===== config.mk =====
export PLATFORM = sky130hd
export DESIGN_NAME = rcw_top
export DESIGN_NICKNAME = d
export VERILOG_FILES = /design/src/rtl/rcw_pkg.sv /design/src/rtl/rcw_top.sv
export SDC_FILE = /design/constraint.sdc
export NUM_CORES = 1
export LEC_CHECK = 0
export ABC_AREA = 1
export BUFFER_PORTS_ARGS = -buffer_cell sky130_fd_sc_hd__buf_2
export CAP_MARGIN = 20
export CORE_ASPECT_RATIO = 1.2
export CORE_MARGIN = 3
export CORE_UTILIZATION = 56
export CTS_CLUSTER_SIZE = 25
export DETAILED_ROUTE_END_ITERATION = 8
export GPL_ROUTABILITY_DRIVEN = 0
export PLACE_DENSITY = 0.87
export SYNTH_ARGS = -nofsm -noshare
export SYNTH_HDL_FRONTEND = slang
export SYNTH_SLANG_ARGS = --single-unit

===== constraint.sdc =====
create_clock -name pclk -period 3.3 [get_ports pclk]
set_clock_uncertainty 0.15 [all_clocks]
set_input_delay 0.66 -clock pclk [delete_from_list [all_inputs] [get_ports pclk]]
set_output_delay 0.66 -clock pclk [all_outputs]
set_load 0.05 [all_outputs]

===== src/rtl/rcw_pkg.sv =====
// Constants, field layouts and types of the reset controller and watchdog
package rcw_pkg;
    // System clock
    localparam int unsigned CLK_PERIOD_NS = 10;
    // Start-up stretch times selected by the start-up fuse
    localparam int unsigned TOUT_SHORT_NS = 4_100_000;
    localparam int unsigned TOUT_LONG_NS = 65_000_000;
    localparam int unsigned TOUT_SHORT_CYC =
        (TOUT_SHORT_NS + CLK_PERIOD_NS - 1) / CLK_PERIOD_NS;
    localparam int unsigned TOUT_LONG_CYC =
        (TOUT_LONG_NS + CLK_PERIOD_NS - 1) / CLK_PERIOD_NS;
    localparam int DLY_W = 24;
    localparam logic [DLY_W-1:0] DLY_MIN_CYC = 24'h00000e;
    localparam logic [DLY_W-1:0] XTAL_EXTRA_CYC = 24'h000400;
    localparam logic [1:0] STUP_MIN = 2'h0;
    localparam logic [1:0] STUP_SHORT = 2'h1;
    localparam logic [1:0] STUP_LONG = 2'h2;
    localparam int XTAL_SEL_BIT = 3;
    // Brown-out level fuse code meaning detector off
    localparam logic [2:0] BOD_OFF_CODE = 3'h7;
    // Watchdog change-enable window
    localparam logic [2:0] CEN_WINDOW_CYC = 3'h4;
    // Watchdog period: base oscillator cycles doubled per prescale step
    localparam int WD_CNT_W = 21;
    localparam logic [WD_CNT_W-1:0] WD_BASE_CYC = 21'h000800;
    localparam logic [3:0] WD_PSEL_MAX = 4'h9;
    // APB register map
    localparam int ADDR_W = 12;
    localparam logic [ADDR_W-1:0] ADDR_RSTFLAGS = 12'h000;
    localparam logic [ADDR_W-1:0] ADDR_WDCTRL = 12'h004;
    localparam logic [ADDR_W-1:0] ADDR_REFCTRL = 12'h008;
    localparam logic [ADDR_W-1:0] ADDR_STATUS = 12'h00c;

    typedef struct packed {
        logic irq_flag;
        logic irq_en;
        logic psel_hi;
        logic change_en;
        logic reset_en;
        logic [2:0] psel_lo;
    } rcw_wdctrl_t;

    typedef struct packed {
        logic wdog;
        logic brownout;
        logic ext;
        logic por;
    } rcw_rstflags_t;

    typedef struct packed {
        logic adc_en;
        logic cmp_ref_sel;
    } rcw_refctrl_t;

    typedef enum logic [1:0] {
        RCW_WD_STOP,
        RCW_WD_IRQ,
        RCW_WD_RESET,
        RCW_WD_BOTH
    } rcw_wdmode_t;

    localparam rcw_wdctrl_t WDCTRL_INIT = 8'h00;
    localparam rcw_rstflags_t RSTFLAGS_INIT = 4'h1;
    localparam rcw_refctrl_t REFCTRL_INIT = 2'h0;
endpackage


===== src/rtl/rcw_top.sv =====
// Reset controller with stretch counter and watchdog with a change-enable window, APB slave
//
// Register access over APB and the register offsets are this design's own decisions.
`timescale 1ns/10ps

module rcw_top #(
    parameter logic [rcw_pkg::DLY_W-1:0] DLY_SHORT_CYC =
        rcw_pkg::DLY_W'(rcw_pkg::TOUT_SHORT_CYC),
    parameter logic [rcw_pkg::DLY_W-1:0] DLY_LONG_CYC =
        rcw_pkg::DLY_W'(rcw_pkg::TOUT_LONG_CYC)
) (
    input wire logic pclk,
    input wire logic presetn,
    input wire logic psel,
    input wire logic penable,
    input wire logic pwrite,
    input wire logic [rcw_pkg::ADDR_W-1:0] paddr,
    input wire logic [31:0] pwdata,
    output logic [31:0] prdata_q,
    output logic pready_q,
    output logic pslverr_q,
    input wire logic ext_reset_n,
    input wire logic brownout_low,
    input wire logic wdog_osc_clk,
    input wire logic [2:0] brownout_level_fuse,
    input wire logic [1:0] startup_time_fuse,
    input wire logic [3:0] clock_select_fuse,
    input wire logic ext_reset_disable_fuse,
    input wire logic wdog_always_on_fuse,
    input wire logic wdog_restart,
    input wire logic wdog_irq_ack,
    output logic sys_reset_n_q,
    output logic port_reset_n_q,
    output logic wdog_irq_q,
    output logic ref_en_q
);
    logic bod_en;
    logic async_src_n;
    logic rst_s1_q;
    logic rst_s2_q;
    logic wdog_pulse_q;
    logic [rcw_pkg::DLY_W-1:0] dly_cnt_q;
    logic [rcw_pkg::DLY_W-1:0] dly_target;
    logic ext_s1_q, ext_s2_q, bod_s1_q, bod_s2_q;
    logic osc_s1_q, osc_s2_q, osc_s3_q;
    logic osc_tick;
    rcw_pkg::rcw_rstflags_t flags_q;
    rcw_pkg::rcw_wdctrl_t ctrl_q;
    rcw_pkg::rcw_wdctrl_t wr_ctrl;
    rcw_pkg::rcw_refctrl_t refctrl_q;
    rcw_pkg::rcw_wdmode_t wd_mode;
    logic [2:0] cen_cnt_q;
    logic [rcw_pkg::WD_CNT_W-1:0] wd_cnt_q;
    logic [rcw_pkg::WD_CNT_W-1:0] wd_limit;
    logic reset_en_eff, irq_en_eff;
    logic wd_expire, irq_set, rst_fire;
    logic setup_ph, wr_commit, hit;
    logic wr_flags, wr_ctrl_en, wr_ref;
    logic unlock, cfg_write;
    logic ref_need;
    logic [31:0] rd_mux;

    // Detector is off only for one fuse code
    assign bod_en = brownout_level_fuse != rcw_pkg::BOD_OFF_CODE;

    // Level sources; the pin's minimum width is filtered in the pad
    assign async_src_n = presetn
        & (ext_reset_n | ext_reset_disable_fuse)
        & ~(bod_en & brownout_low);

    // Release synchroniser, asserted without a clock
    always_ff @(posedge pclk or negedge async_src_n) begin
        if (!async_src_n) begin
            rst_s1_q <= 1'b0;
            rst_s2_q <= 1'b0;
        end else begin
            rst_s1_q <= 1'b1;
            rst_s2_q <= rst_s1_q;
        end
    end

    // Stretch length from start-up fuse, crystal sources add start time
    always_comb begin
        unique case (startup_time_fuse)
            rcw_pkg::STUP_MIN: dly_target = rcw_pkg::DLY_MIN_CYC;
            rcw_pkg::STUP_LONG: dly_target = DLY_LONG_CYC;
            default: dly_target = DLY_SHORT_CYC;
        endcase
        if (clock_select_fuse[rcw_pkg::XTAL_SEL_BIT]) begin
            dly_target = dly_target + rcw_pkg::XTAL_EXTRA_CYC;
        end
    end

    // Delay counter; the watchdog pulse restarts it, count runs after it
    always_ff @(posedge pclk or negedge async_src_n) begin
        if (!async_src_n) begin
            dly_cnt_q <= '0;
            sys_reset_n_q <= 1'b0;
        end else if (!rst_s2_q || wdog_pulse_q) begin
            dly_cnt_q <= '0;
            sys_reset_n_q <= 1'b0;
        end else if (dly_cnt_q == dly_target) begin
            sys_reset_n_q <= 1'b1;
        end else begin
            dly_cnt_q <= dly_cnt_q + 1'b1;
        end
    end

    // Pins drop with any level source before any clock edge
    always_ff @(posedge pclk or negedge async_src_n) begin
        if (!async_src_n) begin
            port_reset_n_q <= 1'b0;
        end else begin
            port_reset_n_q <= sys_reset_n_q;
        end
    end

    // Cause capture: pin and detector are synchronised first
    always_ff @(posedge pclk or negedge presetn) begin
        if (!presetn) begin
            ext_s1_q <= 1'b1;
            ext_s2_q <= 1'b1;
            bod_s1_q <= 1'b0;
            bod_s2_q <= 1'b0;
        end else begin
            ext_s1_q <= ext_reset_n;
            ext_s2_q <= ext_s1_q;
            bod_s1_q <= brownout_low;
            bod_s2_q <= bod_s1_q;
        end
    end

    // Watchdog oscillator edge, sampled into the pclk domain
    always_ff @(posedge pclk or negedge presetn) begin
        if (!presetn) begin
            osc_s1_q <= 1'b0;
            osc_s2_q <= 1'b0;
            osc_s3_q <= 1'b0;
        end else begin
            osc_s1_q <= wdog_osc_clk;
            osc_s2_q <= osc_s1_q;
            osc_s3_q <= osc_s2_q;
        end
    end
    assign osc_tick = osc_s2_q & ~osc_s3_q;

    // APB decode; one wait-free access cycle after setup
    assign setup_ph = psel & ~penable;
    assign hit = paddr == rcw_pkg::ADDR_RSTFLAGS
        || paddr == rcw_pkg::ADDR_WDCTRL
        || paddr == rcw_pkg::ADDR_REFCTRL
        || paddr == rcw_pkg::ADDR_STATUS;
    assign wr_commit = psel & penable & pready_q & pwrite & hit;
    assign wr_flags = wr_commit && paddr == rcw_pkg::ADDR_RSTFLAGS;
    assign wr_ctrl_en = wr_commit && paddr == rcw_pkg::ADDR_WDCTRL;
    assign wr_ref = wr_commit && paddr == rcw_pkg::ADDR_REFCTRL;
    assign wr_ctrl = pwdata[7:0];

    // Cause flags survive internal reset; only power-on or a write of zero clears them
    always_ff @(posedge pclk or negedge presetn) begin
        if (!presetn) begin
            flags_q <= rcw_pkg::RSTFLAGS_INIT;
        end else begin
            if (wr_flags) begin
                flags_q <= flags_q & rcw_pkg::rcw_rstflags_t'(pwdata[3:0]);
            end
            // Hardware set wins over a clearing write
            if (!ext_s2_q && !ext_reset_disable_fuse) begin
                flags_q.ext <= 1'b1;
            end
            if (bod_s2_q && bod_en) begin
                flags_q.brownout <= 1'b1;
            end
            if (wdog_pulse_q) begin
                flags_q.wdog <= 1'b1;
            end
        end
    end

    // Effective enables: fuse and reset flag override stored bits
    assign reset_en_eff = wdog_always_on_fuse
        | flags_q.wdog
        | ctrl_q.reset_en;
    assign irq_en_eff = ctrl_q.irq_en & ~wdog_always_on_fuse;
    assign wd_mode = rcw_pkg::rcw_wdmode_t'({reset_en_eff, irq_en_eff});

    // Sequence: unlock only when closed, so the window cannot be extended
    assign unlock = wr_ctrl_en && wr_ctrl.change_en
        && wr_ctrl.reset_en && !ctrl_q.change_en;
    assign cfg_write = wr_ctrl_en && ctrl_q.change_en
        && !wr_ctrl.change_en;

    // Change-enable window counter
    always_ff @(posedge pclk or negedge presetn) begin
        if (!presetn) begin
            cen_cnt_q <= '0;
        end else if (unlock || !ctrl_q.change_en) begin
            cen_cnt_q <= '0;
        end else begin
            cen_cnt_q <= cen_cnt_q + 1'b1;
        end
    end

    // Watchdog control register
    always_ff @(posedge pclk or negedge presetn) begin
        if (!presetn) begin
            ctrl_q <= rcw_pkg::WDCTRL_INIT;
        end else if (!sys_reset_n_q) begin
            ctrl_q <= rcw_pkg::WDCTRL_INIT;
        end else begin
            if (wr_ctrl_en) begin
                ctrl_q.irq_en <= wr_ctrl.irq_en;
            end else if (wdog_irq_ack && wd_mode == rcw_pkg::RCW_WD_BOTH) begin
                ctrl_q.irq_en <= 1'b0;
            end
            if (wr_ctrl_en && wr_ctrl.reset_en) begin
                ctrl_q.reset_en <= 1'b1;
            end else if (cfg_write && !flags_q.wdog) begin
                ctrl_q.reset_en <= 1'b0;
            end
            if (cfg_write) begin
                ctrl_q.psel_hi <= wr_ctrl.psel_hi;
                ctrl_q.psel_lo <= wr_ctrl.psel_lo;
            end
            if (unlock) begin
                ctrl_q.change_en <= 1'b1;
            end else if (cfg_write) begin
                ctrl_q.change_en <= 1'b0;
            end else if (cen_cnt_q == rcw_pkg::CEN_WINDOW_CYC - 3'h1) begin
                ctrl_q.change_en <= 1'b0;
            end
            if (irq_set) begin
                ctrl_q.irq_flag <= 1'b1;
            end else if (wdog_irq_ack
                || (wr_ctrl_en && wr_ctrl.irq_flag)) begin
                ctrl_q.irq_flag <= 1'b0;
            end
        end
    end

    // Reserved codes above the longest period act as the longest
    always_comb begin
        if ({ctrl_q.psel_hi, ctrl_q.psel_lo} > rcw_pkg::WD_PSEL_MAX) begin
            wd_limit = rcw_pkg::WD_BASE_CYC << rcw_pkg::WD_PSEL_MAX;
        end else begin
            wd_limit = rcw_pkg::WD_BASE_CYC
                << {ctrl_q.psel_hi, ctrl_q.psel_lo};
        end
    end

    assign wd_expire = osc_tick && wd_mode != rcw_pkg::RCW_WD_STOP
        && wd_cnt_q == wd_limit - 1'b1;

    // Action on expiry by mode
    always_comb begin
        irq_set = 1'b0;
        rst_fire = 1'b0;
        unique case (wd_mode)
            rcw_pkg::RCW_WD_STOP: begin
                irq_set = 1'b0;
            end
            rcw_pkg::RCW_WD_IRQ: begin
                irq_set = wd_expire;
            end
            rcw_pkg::RCW_WD_RESET: begin
                rst_fire = wd_expire;
            end
            rcw_pkg::RCW_WD_BOTH: begin
                // Unserviced interrupt means the next expiry resets
                irq_set = wd_expire && !ctrl_q.irq_flag;
                rst_fire = wd_expire && ctrl_q.irq_flag;
            end
        endcase
    end

    // Watchdog counter on oscillator ticks
    always_ff @(posedge pclk or negedge presetn) begin
        if (!presetn) begin
            wd_cnt_q <= '0;
        end else if (!sys_reset_n_q || wdog_restart || wd_expire
            || wd_mode == rcw_pkg::RCW_WD_STOP) begin
            wd_cnt_q <= '0;
        end else if (osc_tick) begin
            wd_cnt_q <= wd_cnt_q + 1'b1;
        end
    end

    // Internal reset then holds the counter, so the pulse cannot repeat
    always_ff @(posedge pclk or negedge presetn) begin
        if (!presetn) begin
            wdog_pulse_q <= 1'b0;
        end else begin
            wdog_pulse_q <= rst_fire;
        end
    end

    // Interrupt request, usable as a sleep wake-up
    always_ff @(posedge pclk or negedge presetn) begin
        if (!presetn) begin
            wdog_irq_q <= 1'b0;
        end else begin
            wdog_irq_q <= ctrl_q.irq_flag && irq_en_eff;
        end
    end

    // Reference control register
    always_ff @(posedge pclk or negedge presetn) begin
        if (!presetn) begin
            refctrl_q <= rcw_pkg::REFCTRL_INIT;
        end else if (!sys_reset_n_q) begin
            refctrl_q <= rcw_pkg::REFCTRL_INIT;
        end else if (wr_ref) begin
            refctrl_q <= rcw_pkg::rcw_refctrl_t'(pwdata[1:0]);
        end
    end

    assign ref_need = bod_en || refctrl_q.cmp_ref_sel || refctrl_q.adc_en;
    always_ff @(posedge pclk or negedge presetn) begin
        if (!presetn) begin
            ref_en_q <= 1'b0;
        end else begin
            ref_en_q <= ref_need;
        end
    end

    // Read data; control shows the effective enables
    always_comb begin
        rd_mux = '0;
        unique case (paddr)
            rcw_pkg::ADDR_RSTFLAGS: rd_mux[3:0] = flags_q;
            rcw_pkg::ADDR_WDCTRL: begin
                rd_mux[7:0] = ctrl_q;
                rd_mux[6] = irq_en_eff;
                rd_mux[3] = reset_en_eff;
            end
            rcw_pkg::ADDR_REFCTRL: rd_mux[1:0] = refctrl_q;
            rcw_pkg::ADDR_STATUS: rd_mux[3:0] = {ref_en_q, wd_mode,
                sys_reset_n_q};
            default: rd_mux = '0;
        endcase
    end

    // APB answer
    always_ff @(posedge pclk or negedge presetn) begin
        if (!presetn) begin
            pready_q <= 1'b0;
            pslverr_q <= 1'b0;
            prdata_q <= '0;
        end else begin
            pready_q <= setup_ph;
            pslverr_q <= setup_ph && !hit;
            if (setup_ph) begin
                prdata_q <= rd_mux;
            end
        end
    end

    property p_pulse_one;
        @(posedge pclk) disable iff (!presetn)
        wdog_pulse_q |=> !wdog_pulse_q && !sys_reset_n_q;
    endproperty
    a_pulse_one: assert property (p_pulse_one)
        else $error("watchdog reset pulse not one cycle");

    property p_delay_start;
        @(posedge pclk) disable iff (!presetn)
        $fell(wdog_pulse_q) |-> dly_cnt_q == '0 ##1 dly_cnt_q == 24'h1;
    endproperty
    a_delay_start: assert property (p_delay_start)
        else $error("delay not started at pulse end");

    property p_stretch;
        @(posedge pclk) disable iff (!presetn)
        $rose(sys_reset_n_q) |-> $past(dly_cnt_q) == $past(dly_target);
    endproperty
    a_stretch: assert property (p_stretch)
        else $error("internal reset released early");

    property p_pins;
        @(posedge pclk) disable iff (!presetn)
        !rst_s2_q |=> !port_reset_n_q;
    endproperty
    a_pins: assert property (p_pins)
        else $error("pins not held in reset");

    property p_fuse;
        @(posedge pclk) disable iff (!presetn)
        wdog_always_on_fuse |-> wd_mode == rcw_pkg::RCW_WD_RESET;
    endproperty
    a_fuse: assert property (p_fuse)
        else $error("always-on fuse not forcing reset mode");

    property p_flag_forces;
        @(posedge pclk) disable iff (!presetn)
        flags_q.wdog |-> reset_en_eff;
    endproperty
    a_flag_forces: assert property (p_flag_forces)
        else $error("reset flag not forcing reset enable");

    property p_window;
        @(posedge pclk) disable iff (!presetn)
        $rose(ctrl_q.change_en) |-> ##[1:4] !ctrl_q.change_en;
    endproperty
    a_window: assert property (p_window)
        else $error("change enable not closed in four cycles");

    property p_restart;
        @(posedge pclk) disable iff (!presetn)
        wdog_restart |=> wd_cnt_q == '0;
    endproperty
    a_restart: assert property (p_restart)
        else $error("restart did not clear counter");

    property p_reset_mode;
        @(posedge pclk) disable iff (!presetn)
        wd_expire && wd_mode == rcw_pkg::RCW_WD_RESET |=> wdog_pulse_q;
    endproperty
    a_reset_mode: assert property (p_reset_mode)
        else $error("reset mode expiry without reset");

    property p_both_first;
        @(posedge pclk) disable iff (!presetn)
        wd_expire && wd_mode == rcw_pkg::RCW_WD_BOTH && !ctrl_q.irq_flag
            |=> ctrl_q.irq_flag && !wdog_pulse_q ##1 wdog_irq_q;
    endproperty
    a_both_first: assert property (p_both_first)
        else $error("combined mode first expiry wrong");

    property p_ref;
        @(posedge pclk) disable iff (!presetn)
        1'b1 |=> ref_en_q == $past(ref_need);
    endproperty
    a_ref: assert property (p_ref)
        else $error("reference enable wrong");
endmodule


# Word level (Yosys, flattened, before mapping)
# Index checks and enable logic that the tools add are counted.
[totals] regBits=86 wordCells=157
[classes] addsub=5 n_bitwise=18 eq_ne=18 n_shift=1 reduce_logical=49 n_mux=33 n_lt_le_gt_ge=1
[op_table] op="24-bit two-way mux" n=3
[op_table] op="21-bit two-way mux" n=3
[op_table] op="23-bit case mux with 2 select lines" n=1
[op_table] op="24-bit by 1-bit adder with 24-bit output (second input constant)" n=1
[op_table] op="24-bit by 11-bit adder with 24-bit output (second input constant)" n=1
[op_table] op="12-bit by 4-bit == test with 1-bit output (second input constant)" n=2
[op_table] op="24-bit == test" n=1
[op_table] op="21-bit by 1-bit adder with 21-bit output (second input constant)" n=1
[op_table] op="21-bit == test" n=1
[op_table] op="12-bit by 4-bit << shifter with 21-bit output (first input constant)" n=1
[op_table] op="21-bit by 1-bit subtractor with 21-bit output (second input constant)" n=1
[op_table] op="1-bit logical AND" n=20
[op_table] op="1-bit two-way mux" n=15
[op_table] op="12-bit by 3-bit == test with 1-bit output (second input constant)" n=1
[op_table] op="12-bit zero test" n=1
[op_table] op="2-bit nonzero test" n=6
[op_table] op="1-bit logical OR" n=11
[op_table] op="1-bit bitwise AND" n=10
[op_table] op="1-bit zero test" n=9
[op_table] op="3-bit by 1-bit inequality test with 1-bit output (second input constant)" n=3
[op_table] op="4-bit two-way mux" n=2
[op_table] op="8-bit two-way mux" n=1
[op_table] op="2-bit case mux with 4 select lines" n=1
[op_table] op="2-bit == test (second input constant)" n=3
[op_table] op="16 further kinds" n=26

# Longest topological paths before layout
# Gate-level depths: netlist (run 1).
[logic_depth] depth_word=12 depth_mapped=15 depth_no_buf=14

# Worst setup path before layout (run 1)
# Ideal clock, no wire load.
[synth_timing] path_type="input -> register" start="input startup_time_fuse[1]" end="register dly_cnt_q[2] in the netlist's numbering" slack_ns=0.972 arrival_time_ns=2.059 path_stages=9 t_required_ns=3.031 cell_sequence="inv_1 nor2_1 ha_1 nand2_1 nand3_1 nor4_1 nand3b_1 nand3_1 nand2_1"
[synth_between] elab_chain_len=6 elab_cells_between_ends=7 cone_classes="1 x add/sub; 3 x eq/ne; 2 x mux; 1 x reduce/logical"
[synth_rtl] item="start: declaration" line_no="rcw_top.sv:26" source="input wire logic [1:0] startup_time_fuse,"
[synth_rtl] item="2-bit == test / 2-bit zero test (equally long branches)" line_no="rcw_top.sv:84" source="unique case (startup_time_fuse)"
[synth_rtl] item="23-bit case mux with 2 select lines (*)" line_no="rcw_top.sv:84"
[synth_rtl] item="24-bit by 11-bit adder with 24-bit output" line_no="rcw_top.sv:90" source="dly_target = dly_target + rcw_pkg::XTAL_EXTRA_CYC;"
[synth_rtl] item="24-bit two-way mux (*)" line_no="rcw_top.sv:89" source="if (clock_select_fuse[rcw_pkg::XTAL_SEL_BIT]) begin"
[synth_rtl] item="24-bit == test (*)" line_no="rcw_top.sv:102" source="end else if (dly_cnt_q == dly_target) begin"
[synth_rtl] item="2-bit inequality test (no source line) (*)"
[synth_rtl] item="end signal: assignment" line_no="rcw_top.sv:105" source="dly_cnt_q <= dly_cnt_q + 1'b1;"
[synth_rtl] item="end: declaration" line_no="rcw_top.sv:42" source="logic [rcw_pkg::DLY_W-1:0] dly_cnt_q;"
# Every way passes the cells marked *; elsewhere a longest branch is shown, timed or not.
# A chain may end at the register's enable or synchronous reset.

# Worst setup path in the final report (run 1)
[layout_timing] start="register ctrl_q[0] in the netlist's numbering" end="register wd_cnt_q[0] in the netlist's numbering"
[layout_between] elab_chain_len=8 elab_cells_between_ends=10 cone_classes="1 x add/sub; 1 x order compare; 1 x eq/ne; 1 x shift; 2 x mux; 4 x reduce/logical"
[layout_rtl] item="start: declaration" line_no="rcw_top.sv:48" source="rcw_pkg::rcw_wdctrl_t ctrl_q;"
[layout_rtl] item="start signal: assignment" line_no="rcw_top.sv:207" source="ctrl_q <= rcw_pkg::WDCTRL_INIT;"
[layout_rtl] item="start signal: assignment" line_no="rcw_top.sv:209" source="ctrl_q <= rcw_pkg::WDCTRL_INIT;"
[layout_rtl] item="12-bit by 4-bit << shifter with 21-bit output / 4-bit greater-than comparator (equally long branches)" line_no="rcw_top.sv:246, rcw_top.sv:243"
[layout_rtl] item="21-bit two-way mux (*)" line_no="rcw_top.sv:243" source="if ({ctrl_q.psel_hi, ctrl_q.psel_lo} > rcw_pkg::WD_PSEL_MAX) begin"
[layout_rtl] item="21-bit by 1-bit subtractor with 21-bit output (*)" line_no="rcw_top.sv:252" source="&& wd_cnt_q == wd_limit - 1'b1;"
[layout_rtl] item="21-bit == test (*)" line_no="rcw_top.sv:252"
[layout_rtl] item="1-bit logical AND (*)" line_no="rcw_top.sv:252"
[layout_rtl] item="1-bit logical OR (*)" line_no="rcw_top.sv:280" source="end else if (!sys_reset_n_q || wdog_restart || wd_expire"
[layout_rtl] item="1-bit logical OR (*)" line_no="rcw_top.sv:281" source="|| wd_mode == rcw_pkg::RCW_WD_STOP) begin"
[layout_rtl] item="21-bit two-way mux / 2-bit nonzero test (equally long branches)"
[layout_rtl] item="end signal: assignment" line_no="rcw_top.sv:284" source="wd_cnt_q <= wd_cnt_q + 1'b1;"
[layout_rtl] item="end: declaration" line_no="rcw_top.sv:53" source="logic [rcw_pkg::WD_CNT_W-1:0] wd_cnt_q;"
# Marks and branches as above.

==> impl_metrics.json, run 1 <==
{
  "cts_resized": 0,
  "crit_top_cell": "nand2_1",
  "ys_types": 39,
  "vias": 4755,
  "cts_hold_buf": 0,
  "drt_first_pass_iters": 5,
  "critPathSlowestCell": "dfrtp_1",
  "port_buffers": 51,
  "antenna_found_initial": 0,
  "grt_pass1_vias": 4509,
  "hold_violations": 0,
  "fin_crit_sh_pct": 75.8,
  "worst_slew_pin_slew_ns": 0.722,
  "hold_slack_ns": 0.191,
  "grt_usage_pct": 24.0,
  "cts_setup_buffers": 0,
  "syn_inst": 692,
  "clockBufferDepth": 2,
  "period_minus_slack_ns": 2.50,
  "htreeDepth": 3,
  "antenna_cells": 0,
  "area_growth_pct": 9.84,
  "max_freq_ghz": 0.400,
  "ant_nets": 0,
  "ir_drop_uv": 240,
  "final_nets": 821,
  "end_kind": "register",
  "synthesis.area_mm2": 0.00504,
  "cap_violations": 0,
  "cts.sinks": 86,
  "drt-total-wl_um": 11600,
  "hold_start": "osc_s1_q$_DFF_PN0_",
  "viasPerCell": 5.46,
  "yosysWarnings": 0,
  "synth_edf_count": 0,
  "grt_setup_unrepaired": "false",
  "critPathTopFamily": "simple AND/OR/NAND/NOR gates",
  "worst-setup-path-type": "reg2reg",
  "avgRoutedWirePerCell_um": 13.3,
  "cp.required_ns": 3.40,
  "slew_headroom_pct": 51.9,
  "yosys_most_used_dff": "dfrtp_1",
  "grt_max_degree": 59,
  "seq_area_frac_synth_pct": 42.8,
  "critPathBufInv": 1,
  "totalPowerFinal_w": 0.00202,
  "io_pins": 103,
  "cp.arrival_ns": 2.60,
  "slew_viol_final": 0,
  "post-route-drc-count": 0,
  "dieWidth_um": 92.6,
  "overflow": 0,
  "setup-tns-final_ns": 0,
  "clkLatencyLatePin_ns": 0.36,
  "yosys.area.top_type": "dfrtp_1",
  "coreArea_mm2": 0.00866,
  "dr.first_iter.drc_count": 370,
  "outcome": "completed",
  "cts_buffers": 9,
  "rows": 37,
  "synth_common_cells": "nand2_1 (151), nor2_1 (96), inv_1 (93)",
  "die_h_um": 110,
  "crit_path_max_fanout": 19,
  "die_area_mm2": 0.0102,
  "root_buffer": "clkbuf_8",
  "dpl.hpwl_um": 8780,
  "p_leak_nw": 2.76,
  "slowest_delay_ns": 0.47,
  "rrSetupSlack_ns": 0.80,
  "hold_path_class": "reg2reg",
  "cp_cell_sequence": "nor2_2, nand2_1, ha_1, inv_1, nand2_1, nand2_1, nor2_1, nand3_1, nor2_1, nand2_1, nor2_4, nand2_4, nand2_1, nor2_1",
  "initial_core_util_pct": 58.2,
  "grt_pass1_wl_um": 19600,
  "synth.avg_cell_area_um2": 7.28,
  "cts_tree": "yes",
  "rr_startpoint": "ctrl_q[0]$_DFFE_PN0P_",
  "synth_top_area_share_pct": 41.2,
  "powerDensity_mw_per_mm2": 364,
  "finalSetupViolations": 0,
  "synth.area.top_cells": "dfrtp_1 (41%), nand2_1 (11%), nor2_1 (7.2%)",
  "ys_ff_latch": 86,
  "cp-start-kind": "register",
  "yosysMostFrequentCell": "nand2_1",
  "synth_async_sr_flop_share_pct": 100,
  "drive_above_1_share_pct": 11.9,
  "critPathLaunch": "ctrl_q[0]$_DFFE_PN0P_",
  "clkTransAtPathRegs_ns": 0.09
}
-- flip-flops by register name, indices dropped and copies added (netlist names), 2 cells and up --
| register | flops |
|---|---|
| cen_cnt_q | 3 |
| ctrl_q | 8 |
| dly_cnt_q | 24 |
| flags_q | 4 |
| prdata_q | 8 |
| refctrl_q | 2 |
| wd_cnt_q | 21 |
-- cells by family (layout without fill, tap and decap cells) --
group	count (synthesis)	after routing	synth area share [%]
and+or+nand+nor	377	377	32.9
xor gates and xnor gates	9	9	1.57
buffers and inverters	130	169	11.7
DFF	86	86	42.8
adders and majority gates	7	7	1.74
AOI/OAI and AO/OA	81	81	9.14
other	2	25	0.149
-- cell usage in the layout (no fill, tap or decap), types with 2 or more instances in the layout --
master    netlist  routed
a21oi_1        23      23
a31oi_1         2       2
buf_2           2      51
buf_4          24       3
clkbuf_8        0       9
clkinv_1        3       3
clkinv_2        0       2
conb_1          2      25
dfrtp_1        83      83
dfstp_2         3       3
ha_1            7       7
inv_1          93      93
inv_2           3       3
inv_6           0       3
nand2_1       151     151
nand2_2         3       3
nand2_4         2       2
nand3_1        69      69
nand4_1        19      19
nor2_1         96      96
nor2_2          5       5
nor2_4          3       3
nor3_1         21      21
nor4_1          4       4
o211ai_1        3       3
o21ai_0        32      32
o21ai_1         4       4
o21bai_1        2       2
o221ai_1        2       2
o22ai_1         3       3
o31ai_1         7       7
xnor2_1         4       4
xor2_1          5       5
-- metal layers --
layer	routed length [um]	global-route usage, %	part of all wire [%]	vias up
met5	0	0	0	-
li1	-	-	-	2311
met1	4540	27.6	39	2198
met2	5900	43.0	51	193
met3	742	4.31	6.4	53
met4	398	11.6	3.4	0
-- path summary, 6_finish.rpt --
check	endpoint	depth (start not counted)
setup / recovery	wd_cnt_q[0]$_DFFE_PN0P_	14
hold / removal	osc_s2_q$_DFF_PN0_	0
setup reg to reg	wd_cnt_q[0]$_DFFE_PN0P_	14
hold reg to reg	osc_s2_q$_DFF_PN0_	0
max in group asynchronous	osc_s1_q$_DFF_PN0_	2
min in group asynchronous	port_reset_n_q$_DFF_PN0_	4
-- power by group --
group	switching [W]	total, W	internal [W]
clock network	0.000413	0.000774	0.000361
logic	0.000135	0.000171	0.0000358
registers	0.00000686	0.00107	0.00106
total	0.000555	0.00202	0.00146
-- stage by stage --
step | area [um2] | std cells | worst slack (ns) | util (%)
2_1_floorplan | 5120 | 715 | 0.972 | -
3_3_place_gp | 5330 | 855 | 0.651 | 61.6
3_5_place_dp | 5330 | 855 | 0.556 | 61.6
4_1_cts | 5530 | 871 | 0.808 | 63.9
5_1_grt | 5530 | 871 | 0.526 | 63.9
6_report | 5530 | 871 | 0.797 | 63.9
-- area by class of cell --
class	count	area, um2
fillers	736	3130
repair buffers	54	278
clock inverters	7	77.6
flip-flops and latches	86	2160
inverters	99	372
well taps	117	146
multi-input cells	499	2380
clock buffers	9	124
Power figures use the tool's default switching activity.
==> inputs of run 2 (changes only) <==
--- a/config.mk
+++ b/config.mk
@@ -10,11 +10,11 @@
 export CAP_MARGIN = 20
 export CORE_ASPECT_RATIO = 1.2
 export CORE_MARGIN = 3
-export CORE_UTILIZATION = 56
+export CORE_UTILIZATION = 50
 export CTS_CLUSTER_SIZE = 25
 export DETAILED_ROUTE_END_ITERATION = 8
 export GPL_ROUTABILITY_DRIVEN = 0
-export PLACE_DENSITY = 0.87
+export PLACE_DENSITY = 0.83
 export SYNTH_ARGS = -nofsm -noshare
 export SYNTH_HDL_FRONTEND = slang
 export SYNTH_SLANG_ARGS = --single-unit
==> constraint.sdc (replaced) <==
create_clock -name pclk -period 2.15 [get_ports pclk]
set_clock_uncertainty 0.15 [all_clocks]
set_input_delay 0.43 -clock pclk [delete_from_list [all_inputs] [get_ports pclk]]
set_output_delay 0.43 -clock pclk [all_outputs]
set_load 0.05 [all_outputs]
==> run 2 against run 1 <==
Against the previous run:
- the run now ends with negative setup slack left
- die area increased by 11%
- critical endpoint is now wd_cnt_q[20]$_DFFE_PN0P_
- wire length increased by 14%
- largest power group unchanged
- final cell count increased by 5.7%
- flip-flop and latch count unchanged
- global-route usage down 0.13 points
- critical path depth up 1
- sequential share of layout area shrank 3.7 points
- combinational power rose by 64%
- register-to-register slack worse by 1.0 ns
- via count up 6.5%
- sequential power up 54%
==> impl_metrics.json, run 2 (synthesis gave the netlist of run 1 again) <==
{
  "dr_wl_met3_um": 877,
  "crit_top_cell": "nor2_1",
  "critPathTopFamily": "simple AND/OR/NAND/NOR gates",
  "overflow": 0,
  "final_nets": 865,
  "worst-setup-path-type": "reg2reg",
  "critPathSlowestCell": "dfrtp_1",
  "largest_reg_flops": 24,
  "grt_usage_pct": 23.8,
  "cts.sinks": 86,
  "combPwrFrac_pct": 7.9,
  "wl_met1_um": 5160,
  "grt_setup_unrepaired": "true",
  "hold_slack_ns": 0.0378,
  "p_int_w": 0.00262,
  "period_minus_slack_ns": 2.37,
  "top_layer": "met4",
  "dr.first_iter.drc_count": 472,
  "top_register": "dly_cnt_q",
  "post-route-drc-count": 0,
  "cap_violations": 0,
  "io_pins": 103,
  "dr_wl_met2_um": 6670,
  "drt-total-wl_um": 13200,
  "end_kind": "register",
  "rows": 39,
  "clkPwrFrac_pct": 45.6,
  "avgRoutedWirePerCell_um": 14.3,
  "dpl.hpwl_um": 9280,
  "slew_headroom_pct": 65.1,
  "fin_crit_sh_pct": 110,
  "fin_ws_ns": -0.220,
  "p_leak_nw": 3.03,
  "powerDensity_mw_per_mm2": 580,
  "cts_tree": "yes",
  "ant_nets": 0,
  "die_area_mm2": 0.0113,
  "initial_core_util_pct": 52.1,
  "seq_power_share_pct": 46.5,
  "totalPowerFinal_w": 0.00354,
  "cp.arrival_ns": 2.44,
  "cp.required_ns": 2.22,
  "vias": 5062,
  "top_regs": "dly_cnt_q x24, wd_cnt_q x21",
  "grt_pass1_wl_um": 21900,
  "crit_path_max_fanout": 10,
  "slowest_delay_ns": 0.42,
  "finalSetupViolations": 23,
  "antenna_found_initial": 0,
  "layout_commonest_cell": "nand2_1",
  "root_buffer": "clkbuf_16",
  "clkLatencyLatePin_ns": 0.34,
  "clockBufferDepth": 2,
  "area_growth_pct": 21.3,
  "grt_max_degree": 31,
  "drive_above_1_share_pct": 18.7,
  "hold_violations": 0,
  "dieWidth_um": 97.6,
  "postLayoutCoreUtil_pct": 63.2,
  "drt_first_pass_iters": 6,
  "cp_cell_sequence": "nor2_4, nand3_2, ha_4, inv_2, nand2_2, nand2_1, nor2_1, nand3_1, nor2_1, nand2_1, nor2_4, buf_6, nand2_8, nand3_1, nor2_1",
  "final_cell_mix": "nand2_1 (148), nor2_1 (96), inv_1 (92)",
  "switchingPower_w": 0.000918,
  "port_buffers": 51,
  "die_h_um": 116,
  "ir_drop_uv": 478,
  "clkTransAtPathRegs_ns": 0.07,
  "violations": "negative setup slack",
  "antenna_cells": 0,
  "outcome": "finished with violations",
  "worst_slew_pin_slew_ns": 0.522,
  "hold_path_class": "in2reg",
  "cp-start-kind": "register",
  "slew_viol_final": 0,
  "critPathBufInv": 2,
  "max_freq_ghz": 0.422,
  "viasPerCell": 5.50,
  "grt_pass1_vias": 4889,
  "htreeDepth": 3,
  "coreArea_mm2": 0.00966,
  "cts_buffers": 9,
  "netSwitchingFraction_pct": 25.9
}
-- run 2: cell count changes in the layout (fill, tap and decap cells not counted), sizes merged --
| cell | delta |
|---|---|
| dlygate4sd3 | +1 |
| buf | +41 |
| nand2 | +2 |
-- run 2: worst paths after layout --
path                                              to  slack, ns                   start  cells past startpoint
setup / recovery            wd_cnt_q[20]$_DFFE_PN0P_      -0.22   ctrl_q[2]$_DFFE_PN0P_                     15
hold / removal                    ext_s1_q$_DFF_PN1_       0.04             ext_reset_n                      1
setup reg to reg            wd_cnt_q[20]$_DFFE_PN0P_      -0.22   ctrl_q[2]$_DFFE_PN0P_                     15
hold reg to reg                   rst_s2_q$_DFF_PN0_       0.20      rst_s1_q$_DFF_PN0_                      0
max in group asynchronous  dly_cnt_q[14]$_DFFE_PN0P_       0.81                 presetn                      5
min in group asynchronous   dly_cnt_q[0]$_DFFE_PN0P_       0.08  ext_reset_disable_fuse                      4
-- run 2: metal layers --
metal  up-vias  global-route usage, %
met3        57                   3.67
met5         -                      0
met2       239                   42.5
met4         0                   13.4
li1       2405                      -
met1      2361                   27.6
-- run 2: power by group through the flow --
stage / clock network (W) / registers, W / logic (W)
floorplan: 0 / 0.00168 / 0.000199
detailed placement: 0 / 0.00168 / 0.000277
global route: 0.00169 / 0.00165 / 0.000308
finish: 0.00162 / 0.00165 / 0.000281
global placement: 0 / 0.00167 / 0.000271
CTS: 0.00163 / 0.00164 / 0.000281
-- run 2: per-stage QoR --
step	setup slack (ns)	instance area [um2]	TNS, ns	cells
after floorplan	-0.00357	5120	-0.00357	715
after global placement	-0.0524	5580	-0.283	891
after detailed placement	-0.127	5580	-2.14	891
after CTS	-0.117	6030	-2.00	919
after global routing	-0.344	6110	-7.16	921
final	-0.220	6110	-4.26	921
-- run 2: what timing repair did --
item,CTS,global route
pin swaps,2,6
buffers inserted,9,2
endpoints found under the setup margin,22,24
gates resized for setup,11,13
gates cloned,2,0
endpoints found under the hold margin,4,0
hold buffers,1,0
-- run 2: final cells by class --
class                      count  area, um2
clock buffer                   9        225
clock inverter                 7       80.1
fill                         812       3550
inverter                      99        372
multi-input combinational    501       2510
sequential                    86       2160
tap                          123        154
timing repair buffer          96        616
